`config.mk`:
```
export PLATFORM = sky130hd
export DESIGN_NAME = sdrrpm_top
export DESIGN_NICKNAME = d
export VERILOG_FILES = /design/src/hdl/sdrrpm_pkg.sv /design/src/hdl/sdrrpm_refresh_ctr.sv /design/src/hdl/sdrrpm_top.sv
export SDC_FILE = /design/constraint.sdc
export NUM_CORES = 1
export LEC_CHECK = 0
export ABC_AREA = 1
export BUFFER_PORTS_ARGS = -buffer_cell sky130_fd_sc_hd__buf_2
export CORE_ASPECT_RATIO = 0.5
export CORE_MARGIN = 3
export CORE_UTILIZATION = 31
export CTS_CLUSTER_DIAMETER = 30
export DETAILED_ROUTE_END_ITERATION = 10
export PLACE_DENSITY = 0.5
export SLEW_MARGIN = 20
export SYNTH_ARGS = -nofsm -noshare
export SYNTH_HDL_FRONTEND = slang
export SYNTH_SLANG_ARGS = --single-unit
export TNS_END_PERCENT = 5
```
`constraint.sdc`:
```
create_clock -name i_core_clk -period 3.5 [get_ports i_core_clk]
set_clock_uncertainty 0.1 [all_clocks]
set_input_delay 0.7 -clock i_core_clk [delete_from_list [all_inputs] [get_ports i_core_clk]]
set_output_delay 0.7 -clock i_core_clk [all_outputs]
set_load 0.05 [all_outputs]
```
`src/hdl/sdrrpm_pkg.sv`:
```
package sdrrpm_pkg;
	// ---------------------------------------------------------------
	// clock and timing
	// ---------------------------------------------------------------
	localparam int CLK_MHZ      = 100;
	localparam int ROWCYC_SLOW_NS  = 70;
	localparam int ROWCYC_FAST_NS  = 67;
	localparam int ROWCYC_SLOW_CYC = (ROWCYC_SLOW_NS * CLK_MHZ + 999) / 1000;
	localparam int ROWCYC_FAST_CYC = (ROWCYC_FAST_NS * CLK_MHZ + 999) / 1000;
	localparam int SREX_CYC     = 1;
	localparam int DQZ_CYC      = 2;
	localparam int DQW_CYC      = 0;
	localparam int CSL_CYC      = 1;
	localparam int PD_LAT_CYC   = 1;
	localparam int TREF_MS      = 64;
	localparam int TREF_CYC     = TREF_MS * CLK_MHZ * 1000;

	// ---------------------------------------------------------------
	// array geometry
	// ---------------------------------------------------------------
	localparam int ROW_W     = 13;
	localparam int BANK_W    = 2;
	localparam int NUM_BANKS = 4;
	localparam int ADDR_W    = 13;
	localparam int DQM_W     = 2;
	localparam int AP_BIT    = 10;
	localparam int SR_INTERVAL_CYC = TREF_CYC / (2 ** (ROW_W + BANK_W));

	// ---------------------------------------------------------------
	// extended mode register fields
	// ---------------------------------------------------------------
	localparam logic [1:0] EXT_MODE_BA = 2'h2;
	localparam logic [1:0] MODE_BA     = 2'h0;
	localparam int         PASR_LSB    = 0;
	localparam int         PASR_W      = 3;
	localparam int         TCSR_LSB    = 3;
	localparam int         TCSR_W      = 2;
	localparam logic [2:0] PASR_ALL    = 3'h0;
	localparam logic [2:0] PASR_HALF   = 3'h1;
	localparam logic [2:0] PASR_QUART  = 3'h2;
	localparam logic [2:0] PASR_RST    = 3'h0;
	localparam logic [1:0] TCSR_RST    = 2'h0;
	localparam logic [3:0] MASK_ALL    = 4'hF;
	localparam logic [3:0] MASK_HALF   = 4'h3;
	localparam logic [3:0] MASK_QUART  = 4'h1;
	localparam logic [1:0] TCSR_SHIFT0 = 2'h0;
	localparam logic [1:0] TCSR_SHIFT1 = 2'h1;
	localparam logic [1:0] TCSR_SHIFT2 = 2'h2;

	// ---------------------------------------------------------------
	// types
	// ---------------------------------------------------------------
	typedef enum logic [2:0] {
		ST_IDLE, ST_AREF, ST_SREF, ST_PDOWN, ST_SUSPEND, ST_DPD
	} sdrrpm_state_t;

	typedef enum logic [3:0] {
		CMD_NOP, CMD_ACT, CMD_RD, CMD_WR, CMD_PRE,
		CMD_AREF, CMD_SREF, CMD_MODE, CMD_BST, CMD_DPD
	} sdrrpm_cmd_t;
endpackage

```
`src/hdl/sdrrpm_refresh_ctr.sv`:
```
module sdrrpm_refresh_ctr #(
	parameter int ROW_W  = 13,
	parameter int BANK_W = 2
) (
	// clock and reset
	input  wire logic                  i_clk,
	input  wire logic                  i_rst_n,
	// request
	input  wire logic                  i_req,
	input  wire logic [2**BANK_W-1:0]  i_bank_sel,
	// refresh issued
	output logic                       o_strobe,
	output logic [ROW_W-1:0]           o_row,
	output logic [BANK_W-1:0]          o_bank
);
	logic [ROW_W-1:0]  row_q;
	logic [BANK_W-1:0] bank_q;

	// ---------------------------------------------------------------
	// row and bank counter
	// ---------------------------------------------------------------
	always_ff @(posedge i_clk or negedge i_rst_n) begin
		if (!i_rst_n) begin
			row_q  <= '0;
			bank_q <= '0;
		end else if (i_req) begin
			// bank advances first, then row
			bank_q <= bank_q + 1'b1;
			if (bank_q == {BANK_W{1'b1}}) begin
				row_q <= row_q + 1'b1;
			end
		end
	end

	// ---------------------------------------------------------------
	// issued refresh, skipped for unselected banks
	// ---------------------------------------------------------------
	always_ff @(posedge i_clk or negedge i_rst_n) begin
		if (!i_rst_n) begin
			o_strobe <= 1'b0;
			o_row    <= '0;
			o_bank   <= '0;
		end else begin
			o_strobe <= i_req && i_bank_sel[bank_q];
			if (i_req) begin
				o_row  <= row_q;
				o_bank <= bank_q;
			end
		end
	end
endmodule // sdrrpm_refresh_ctr

```
`src/hdl/sdrrpm_top.sv`:
```
module sdrrpm_top #(
	parameter bit FAST_GRADE      = 1'b0,
	parameter int TREF_CYC        = sdrrpm_pkg::TREF_CYC,
	parameter int SR_INTERVAL_CYC = sdrrpm_pkg::SR_INTERVAL_CYC
) (
	// clock and reset
	input  wire logic                             i_core_clk,
	input  wire logic                             i_nrst,
	// command pins
	input  wire logic                             i_cs_n,
	input  wire logic                             i_ras_n,
	input  wire logic                             i_cas_n,
	input  wire logic                             i_we_n,
	input  wire logic                             i_cke,
	input  wire logic [sdrrpm_pkg::BANK_W-1:0]    i_ba,
	input  wire logic [sdrrpm_pkg::ADDR_W-1:0]    i_addr,
	input  wire logic [sdrrpm_pkg::DQM_W-1:0]     i_dqm,
	// refresh
	output logic                                  o_refresh_strobe,
	output logic [sdrrpm_pkg::ROW_W-1:0]          o_refresh_row,
	output logic [sdrrpm_pkg::BANK_W-1:0]         o_refresh_bank,
	output logic                                  o_array_busy,
	// power modes
	output logic                                  o_self_refresh,
	output logic                                  o_power_down,
	output logic                                  o_clock_suspend,
	output logic                                  o_deep_power_down,
	output logic                                  o_int_clk_en,
	output logic                                  o_rx_enable,
	output logic                                  o_vgen_enable,
	output logic                                  o_need_init,
	// data masking
	output logic [sdrrpm_pkg::DQM_W-1:0]          o_dq_out_disable,
	output logic [sdrrpm_pkg::DQM_W-1:0]          o_write_mask,
	// bank status
	output logic [sdrrpm_pkg::NUM_BANKS-1:0]      o_bank_open,
	output logic [sdrrpm_pkg::NUM_BANKS-1:0]      o_bank_valid,
	output logic                                  o_cmd_error
);
	localparam int ROWCYC_CYC = FAST_GRADE ? sdrrpm_pkg::ROWCYC_FAST_CYC
	                                       : sdrrpm_pkg::ROWCYC_SLOW_CYC;
	localparam int NB = sdrrpm_pkg::NUM_BANKS;

	logic                               rst_meta_q;
	logic                               rst_n;
	logic                               p_cs_n;
	logic                               p_ras_n;
	logic                               p_cas_n;
	logic                               p_we_n;
	logic                               p_cke;
	logic                               cke_prev_q;
	logic [sdrrpm_pkg::BANK_W-1:0]      p_ba;
	logic [sdrrpm_pkg::ADDR_W-1:0]      p_addr;
	logic [sdrrpm_pkg::DQM_W-1:0]       p_dqm;
	sdrrpm_pkg::sdrrpm_cmd_t            cmd;
	sdrrpm_pkg::sdrrpm_state_t          state_q;
	logic                               all_idle;
	logic                               take_cmd;
	logic [3:0]                         rowcyc_cnt_q;
	logic [2:0]                         pasr_q;
	logic [1:0]                         tcsr_q;
	logic [NB-1:0]                      pasr_mask;
	logic [11:0]                        sr_tick_q;
	logic [11:0]                        sr_period;
	logic [22:0]                        tref_cnt_q;
	logic                               sr_req;
	logic                               ref_req;
	logic [sdrrpm_pkg::DQM_W-1:0]       dqz_s1_q;

	// ---------------------------------------------------------------
	// reset release and pin registers
	// ---------------------------------------------------------------
	always_ff @(posedge i_core_clk or negedge i_nrst) begin
		if (!i_nrst) begin
			rst_meta_q <= 1'b0;
			rst_n      <= 1'b0;
		end else begin
			rst_meta_q <= 1'b1;
			rst_n      <= rst_meta_q;
		end
	end

	always_ff @(posedge i_core_clk or negedge rst_n) begin
		if (!rst_n) begin
			p_cs_n     <= 1'b1;
			p_ras_n    <= 1'b1;
			p_cas_n    <= 1'b1;
			p_we_n     <= 1'b1;
			p_cke      <= 1'b1;
			cke_prev_q <= 1'b1;
			p_ba       <= '0;
			p_addr     <= '0;
			p_dqm      <= '0;
		end else begin
			p_cs_n     <= i_cs_n;
			p_ras_n    <= i_ras_n;
			p_cas_n    <= i_cas_n;
			p_we_n     <= i_we_n;
			p_cke      <= i_cke;
			cke_prev_q <= p_cke;
			p_ba       <= i_ba;
			p_addr     <= i_addr;
			p_dqm      <= i_dqm;
		end
	end

	// ---------------------------------------------------------------
	// command decode
	// ---------------------------------------------------------------
	always_comb begin
		cmd = sdrrpm_pkg::CMD_NOP;
		if (!p_cs_n) begin
			case ({p_ras_n, p_cas_n, p_we_n})
				3'h3: cmd = sdrrpm_pkg::CMD_ACT;
				3'h5: cmd = sdrrpm_pkg::CMD_RD;
				3'h4: cmd = sdrrpm_pkg::CMD_WR;
				3'h2: cmd = sdrrpm_pkg::CMD_PRE;
				3'h1: cmd = p_cke ? sdrrpm_pkg::CMD_AREF
				                  : sdrrpm_pkg::CMD_SREF;
				3'h0: cmd = sdrrpm_pkg::CMD_MODE;
				3'h6: cmd = p_cke ? sdrrpm_pkg::CMD_BST
				                  : sdrrpm_pkg::CMD_DPD;
				default: cmd = sdrrpm_pkg::CMD_NOP;
			endcase
		end
	end

	assign all_idle = (o_bank_open == '0);
	assign take_cmd = (state_q == sdrrpm_pkg::ST_IDLE) && cke_prev_q;

	// ---------------------------------------------------------------
	// mode state machine
	// ---------------------------------------------------------------
	always_ff @(posedge i_core_clk or negedge rst_n) begin
		if (!rst_n) begin
			state_q      <= sdrrpm_pkg::ST_IDLE;
			rowcyc_cnt_q <= '0;
		end else begin
			case (state_q)
				sdrrpm_pkg::ST_IDLE: begin
					if (take_cmd && all_idle
					    && cmd == sdrrpm_pkg::CMD_AREF) begin
						state_q      <= sdrrpm_pkg::ST_AREF;
						rowcyc_cnt_q <= 4'(ROWCYC_CYC - 1);
					end else if (take_cmd && all_idle
					    && cmd == sdrrpm_pkg::CMD_SREF) begin
						state_q <= sdrrpm_pkg::ST_SREF;
					end else if (take_cmd && all_idle
					    && cmd == sdrrpm_pkg::CMD_DPD) begin
						state_q <= sdrrpm_pkg::ST_DPD;
					end else if (take_cmd && !p_cke
					    && cmd == sdrrpm_pkg::CMD_NOP) begin
						state_q <= all_idle ? sdrrpm_pkg::ST_PDOWN
						                    : sdrrpm_pkg::ST_SUSPEND;
					end
				end
				sdrrpm_pkg::ST_AREF: begin
					rowcyc_cnt_q <= rowcyc_cnt_q - 1'b1;
					// busy stands for a full row cycle of samples
					if (rowcyc_cnt_q == 4'h0) begin
						state_q <= sdrrpm_pkg::ST_IDLE;
					end
				end
				sdrrpm_pkg::ST_SREF: begin
					if (p_cke) begin
						state_q <= sdrrpm_pkg::ST_IDLE;
					end
				end
				sdrrpm_pkg::ST_PDOWN, sdrrpm_pkg::ST_SUSPEND,
				sdrrpm_pkg::ST_DPD: begin
					if (p_cke) begin
						state_q <= sdrrpm_pkg::ST_IDLE;
					end
				end
				default: state_q <= sdrrpm_pkg::ST_IDLE;
			endcase
		end
	end

	// ---------------------------------------------------------------
	// bank open tracking and command errors
	// ---------------------------------------------------------------
	always_ff @(posedge i_core_clk or negedge rst_n) begin
		if (!rst_n) begin
			o_bank_open <= '0;
			o_cmd_error <= 1'b0;
		end else begin
			o_cmd_error <= 1'b0;
			if (take_cmd) begin
				case (cmd)
					sdrrpm_pkg::CMD_ACT: o_bank_open[p_ba] <= 1'b1;
					sdrrpm_pkg::CMD_PRE: begin
						if (p_addr[sdrrpm_pkg::AP_BIT]) begin
							o_bank_open <= '0;
						end else begin
							o_bank_open[p_ba] <= 1'b0;
						end
					end
					sdrrpm_pkg::CMD_AREF, sdrrpm_pkg::CMD_SREF,
					sdrrpm_pkg::CMD_DPD, sdrrpm_pkg::CMD_MODE:
						o_cmd_error <= !all_idle;
					default: o_cmd_error <= 1'b0;
				endcase
			end else if (state_q == sdrrpm_pkg::ST_AREF
			             && cmd != sdrrpm_pkg::CMD_NOP) begin
				o_cmd_error <= 1'b1;
			end
		end
	end

	// ---------------------------------------------------------------
	// mode register and extended mode register
	// ---------------------------------------------------------------
	always_ff @(posedge i_core_clk or negedge rst_n) begin
		if (!rst_n) begin
			pasr_q      <= sdrrpm_pkg::PASR_RST;
			tcsr_q      <= sdrrpm_pkg::TCSR_RST;
			o_need_init <= 1'b1;
		end else if (take_cmd && all_idle && cmd == sdrrpm_pkg::CMD_MODE) begin
			if (p_ba == sdrrpm_pkg::EXT_MODE_BA) begin
				pasr_q <= p_addr[sdrrpm_pkg::PASR_LSB +: sdrrpm_pkg::PASR_W];
				tcsr_q <= p_addr[sdrrpm_pkg::TCSR_LSB +: sdrrpm_pkg::TCSR_W];
			end else if (p_ba == sdrrpm_pkg::MODE_BA) begin
				o_need_init <= 1'b0;
			end
		end else if (state_q == sdrrpm_pkg::ST_DPD) begin
			o_need_init <= 1'b1;
		end
	end

	always_comb begin
		case (pasr_q)
			sdrrpm_pkg::PASR_HALF:  pasr_mask = sdrrpm_pkg::MASK_HALF;
			sdrrpm_pkg::PASR_QUART: pasr_mask = sdrrpm_pkg::MASK_QUART;
			default:                pasr_mask = sdrrpm_pkg::MASK_ALL;
		endcase
		case (tcsr_q)
			2'h1:    sr_period = 12'(SR_INTERVAL_CYC) << sdrrpm_pkg::TCSR_SHIFT1;
			2'h2:    sr_period = 12'(SR_INTERVAL_CYC) << sdrrpm_pkg::TCSR_SHIFT2;
			default: sr_period = 12'(SR_INTERVAL_CYC) << sdrrpm_pkg::TCSR_SHIFT0;
		endcase
	end

	// ---------------------------------------------------------------
	// self refresh timer and data retention
	// ---------------------------------------------------------------
	always_ff @(posedge i_core_clk or negedge rst_n) begin
		if (!rst_n) begin
			sr_tick_q <= '0;
		end else if (state_q != sdrrpm_pkg::ST_SREF || sr_req) begin
			sr_tick_q <= '0;
		end else begin
			sr_tick_q <= sr_tick_q + 1'b1;
		end
	end
	assign sr_req = (state_q == sdrrpm_pkg::ST_SREF)
	                && (sr_tick_q == sr_period - 1'b1);

	always_ff @(posedge i_core_clk or negedge rst_n) begin
		if (!rst_n) begin
			tref_cnt_q   <= '0;
			o_bank_valid <= sdrrpm_pkg::MASK_ALL;
		end else begin
			if (state_q != sdrrpm_pkg::ST_SREF) begin
				tref_cnt_q <= '0;
			end else if (tref_cnt_q != 23'(TREF_CYC)) begin
				tref_cnt_q <= tref_cnt_q + 1'b1;
			end
			if (state_q == sdrrpm_pkg::ST_DPD) begin
				o_bank_valid <= '0;
			end else if (tref_cnt_q == 23'(TREF_CYC)) begin
				o_bank_valid <= o_bank_valid & pasr_mask;
			end else if (take_cmd && cmd == sdrrpm_pkg::CMD_WR) begin
				o_bank_valid[p_ba] <= 1'b1;
			end
		end
	end

	// ---------------------------------------------------------------
	// refresh counter
	// ---------------------------------------------------------------
	assign ref_req = (take_cmd && all_idle && cmd == sdrrpm_pkg::CMD_AREF)
	                 || sr_req;

	sdrrpm_refresh_ctr #(
		.ROW_W  (sdrrpm_pkg::ROW_W),
		.BANK_W (sdrrpm_pkg::BANK_W)
	) u_ctr (
		.i_clk      (i_core_clk),
		.i_rst_n    (rst_n),
		.i_req      (ref_req),
		.i_bank_sel (sr_req ? pasr_mask : sdrrpm_pkg::MASK_ALL),
		.o_strobe   (o_refresh_strobe),
		.o_row      (o_refresh_row),
		.o_bank     (o_refresh_bank)
	);

	// ---------------------------------------------------------------
	// mode outputs and data masks
	// ---------------------------------------------------------------
	assign o_array_busy      = (state_q == sdrrpm_pkg::ST_AREF);
	assign o_self_refresh    = (state_q == sdrrpm_pkg::ST_SREF);
	assign o_power_down      = (state_q == sdrrpm_pkg::ST_PDOWN);
	assign o_clock_suspend   = (state_q == sdrrpm_pkg::ST_SUSPEND);
	assign o_deep_power_down = (state_q == sdrrpm_pkg::ST_DPD);
	assign o_int_clk_en      = !(o_self_refresh || o_power_down
	                             || o_clock_suspend || o_deep_power_down);
	assign o_rx_enable       = !(o_self_refresh || o_power_down
	                             || o_deep_power_down);
	assign o_vgen_enable     = !o_deep_power_down;
	assign o_write_mask      = p_dqm;

	// read disable pipeline freezes with the internal clock
	always_ff @(posedge i_core_clk or negedge rst_n) begin
		if (!rst_n) begin
			dqz_s1_q         <= '0;
			o_dq_out_disable <= '0;
		end else if (o_int_clk_en) begin
			dqz_s1_q         <= p_dqm;
			o_dq_out_disable <= dqz_s1_q;
		end
	end
endmodule // sdrrpm_top

```
==> results by group <==
Run status
  – Status: complete, no violations

Die
  – Full die area: 0.02005 mm²
  – Die H: 101.6 µm
  – Boundary Pins: 62
  – Standard-cell rows: 34
  – Die width: 197.2 µm
  – Core area: 0.01765 mm²
  – Initial cell density of the core: 32.11%

Logic synthesis
  – Largest cells by area after synthesis: dfrtp_1, nand2_1, inv_1, nand3_1, dfstp_2
  – Yosys top cell by area: dfrtp_1
  – Synth Flop Type: dfrtp_1
  – Most common cell in the netlist: nand2_1
  – Post-Syn Area: 0.005669 mm²
  – Flops & latches, synth: 110
  – Seq/Total Area, Yosys: 48.80%
  – Syn. warnings: 0
  – Post-synth EDFFs: 0
  – Post-Syn Instances: 700
  – Synthesized Nets: 733
  – FFs w/ async S/R, synth: 100.0%
  – Top cell type's share of synthesized area: 43.70%
  – Top post-synthesis cells by count: nand2_1, dfrtp_1, inv_1, nor2_1, nand3_1
  – Synthesized area per cell: 8.099 µm²
  – Netlist cell types: 38

STA
  – Least-Margin Pin Slew: 0.7813 ns
  – Final Hold Viols: 0
  – Headroom to the max-slew limit: 47.91%
  – Fmax achieved: 0.4075 GHz
  – Fin. max-slew vios: 0
  – Setup-failing EPs final: 0
  – Min Tclk post-route: 2.454 ns
  – Final worst setup slack: 1.046 ns
  – Setup TNS: 0 ns
  – Hold slack: 0.02425 ns
  – RSZ-0062 raised after global routing: no
  – Final period util: 70.12%

Cells and area
  – Util after Layout: 36.73%
  – Nets: 791
  – Layout area overhead: 14.39%
  – Final non-filler cell total: 996
  – Fill count: 1856
  – Layout cells sized above 1: 16.54%
  – Final antenna diode count: 0
  – Final Cell Area: 0.006485 mm²

Clock tree
  – CTS buffer count: 9
  – # hold bufs at CTS: 0
  – Setup Fix Bufs, Post-CTS: 0
  – Clock tree sinks: 110
  – # H-tree levels: 3
  – Max Buffers Root-to-Sink: 2
  – Worst-Skew Late Latency: 0.35 ns
  – Post-CTS resize count: 0
  – Worst-path clk slew: 0.07 ns
  – CTS tree: done
  – CTS root buffer: clkbuf_16

Routing
  – Detailed Route Iter0 Violations: 282
  – WL per Instance: 12.58 µm
  – 1st-pass router iterations: 4
  – Detailed Route WL: 12.53 mm
  – DRC viols: 0
  – Vias/cell: 4.568
  – Vias: 4550
  – Routed Antenna Nets: 0

Placed design
  – Routability cong.: 0.8704
  – Detailed Place HPWL: 9.286 mm
  – Post-Place Cells: 981
  – DP Worst Slack: 1.031 ns
  – PortBufs: 54
  – Placed inst area: 0.006193 mm²

GRT
  – Met2 GRT Util: 20.44%
  – GRT Total Usage: 13.11%
  – Vias in the first global route: 4355
  – Global-route wire length before repair: 21.27 mm
  – Gr ovfl total: 0
  – Largest net degree at the start of global routing: 58
  – Initial antenna violation count: 0
  – Most Crowded Layer GR: met2
  – GR Layer Usage met3: 3.124%
  – Met1 capacity usage during global routing: 18.57%

Power
  – Internal: 2.380 mW
  – Worst vdd ir: 250.3 µV
  – Logic pwr share: 33.9%
  – Static Leak: 3.064 nW
  – NetSw: 1.619 mW
  – Clk pwr share: 26.0%
  – Net Sw Frac: 40.48%
  – Post-route total power: 3.999 mW
  – P per Cell Area: 616.7 mW/mm²
  – Share of power burned in registers: 40.1%

Job
  – Max-cap viol count: 0

Worst setup path
  – Crit path max-delay cell type: ha_1
  – CP Data Required Time: 3.63 ns
  – R2R setup slack: 1.05 ns
  – Critical path class: flip-flop to flip-flop
  – CP max stage delay: 0.39 ns
  – Kind of cell adding the most delay to the critical path: simple AND/OR/NAND/NOR gates
  – CP Launch Point: tcsr_q[0]
  – Crit start category: flip-flop
  – Arr. time, crit path: 2.58 ns
  – Critical path endpoint category: flip-flop
  – Worst path bufs/invs: 2
  – CP Cell Sequence: inv_1 -> ha_1 -> xor2_1 -> nand2_1 -> a21oi_2 -> nand3_1 -> nand2_1 -> inv_2 -> nand2_1 -> o21ai_2
  – Maximum fanout along the worst path: 25
  – RR Startpoint: tcsr_q[0]
  – Top cell by count, worst path: nand2_1

Min path
  – HP Class: input port to asynchronous set/reset pin
## sequential cells by signal, summed over array words and instances, names as in the netlist, 3 cells and up
name / flops
u_ctr.o_row: 13
p_addr: 6
o_bank_valid: 4
pasr_q: 3
u_ctr.row_q: 13
tref_cnt_q: 23
rowcyc_cnt_q: 4
state_q: 3
sr_tick_q: 12
o_bank_open: 4
## final timing paths
path                                   end  cells past startpoint
max                        u_ctr.o_row[11]                     10
min                                  rst_n                      1
max reg2reg                u_ctr.o_row[11]                     10
min reg2reg                          rst_n                      0
max in group asynchronous  o_bank_valid[0]                      1
min in group i_core_clk              rst_n                      0
## power groups by stage
stage / clock network, mW / registers [mW] / logic, mW
after detailed placement: 0 / 1.63 / 1.37
after CTS: 1.09 / 1.61 / 1.37
after global routing: 1.13 / 1.63 / 1.48
after global placement: 0 / 1.63 / 1.36
after floorplan: 0 / 2.03 / 0.660
final: 1.04 / 1.60 / 1.36
## cell families after synthesis
logic type	Yosys count	share of synthesized area [%]
buf+inv	103	7.460
compound gates	65	6.996
xor+xnor	27	4.171
simple gates	385	30.52
other cells	1	0.06615
fa+ha+maj	9	1.986
flops	110	48.80
## cell usage in the layout, fill, tap and decap left out, drive strengths merged
cell type	Yosys	routed
inv	94	94
a22oi	2	2
o21ai	31	31
clkinvlp	0	2
bufinv	0	1
o21a	1	1
clkbuf	2	12
nor4	4	4
nor2	88	88
dfrtp	99	99
dfstp	11	11
a31oi	3	3
a221oi	1	1
nor3	19	19
ha	9	9
xnor2	5	5
xor2	22	22
nand3	61	61
a21oi	26	26
a32oi	1	1
conb	1	1
nand4	15	15
nor3b	4	4
buf	7	56
or2	2	2
nand2	192	192
## worst register-to-register path: stages (launching register included)
cell and delay [ns]:
dfrtp_1 0.37, inv_1 0.07, ha_1 0.39, xor2_1 0.16, nand2_1 0.09, a21oi_2 0.13
nand3_1 0.10, nand2_1 0.35, inv_2 0.34, nand2_1 0.17, o21ai_2 0.06
## per-layer routing
metal / vias up / share of wire, %
met4: 0 / 1.1
li1: 2351 / -
met3: 11 / 3.6
met2: 57 / 43
met1: 2131 / 52
met5: - / 0
## layout make-up
type | count | area (µm²) | share of cell area [%]
flip-flops and latches | 110 | 2770 | 42.72
multi-input cells | 487 | 2480 | 38.24
inverters | 94 | 352.8 | 5.441
repair buffers | 56 | 297.8 | 4.592
well taps | 234 | 292.8 | 4.515
clock buffers | 12 | 246.5 | 3.801
clock inverters | 3 | 45.04 | 0.6946
No activity file was read; power rests on OpenSTA's default activity.
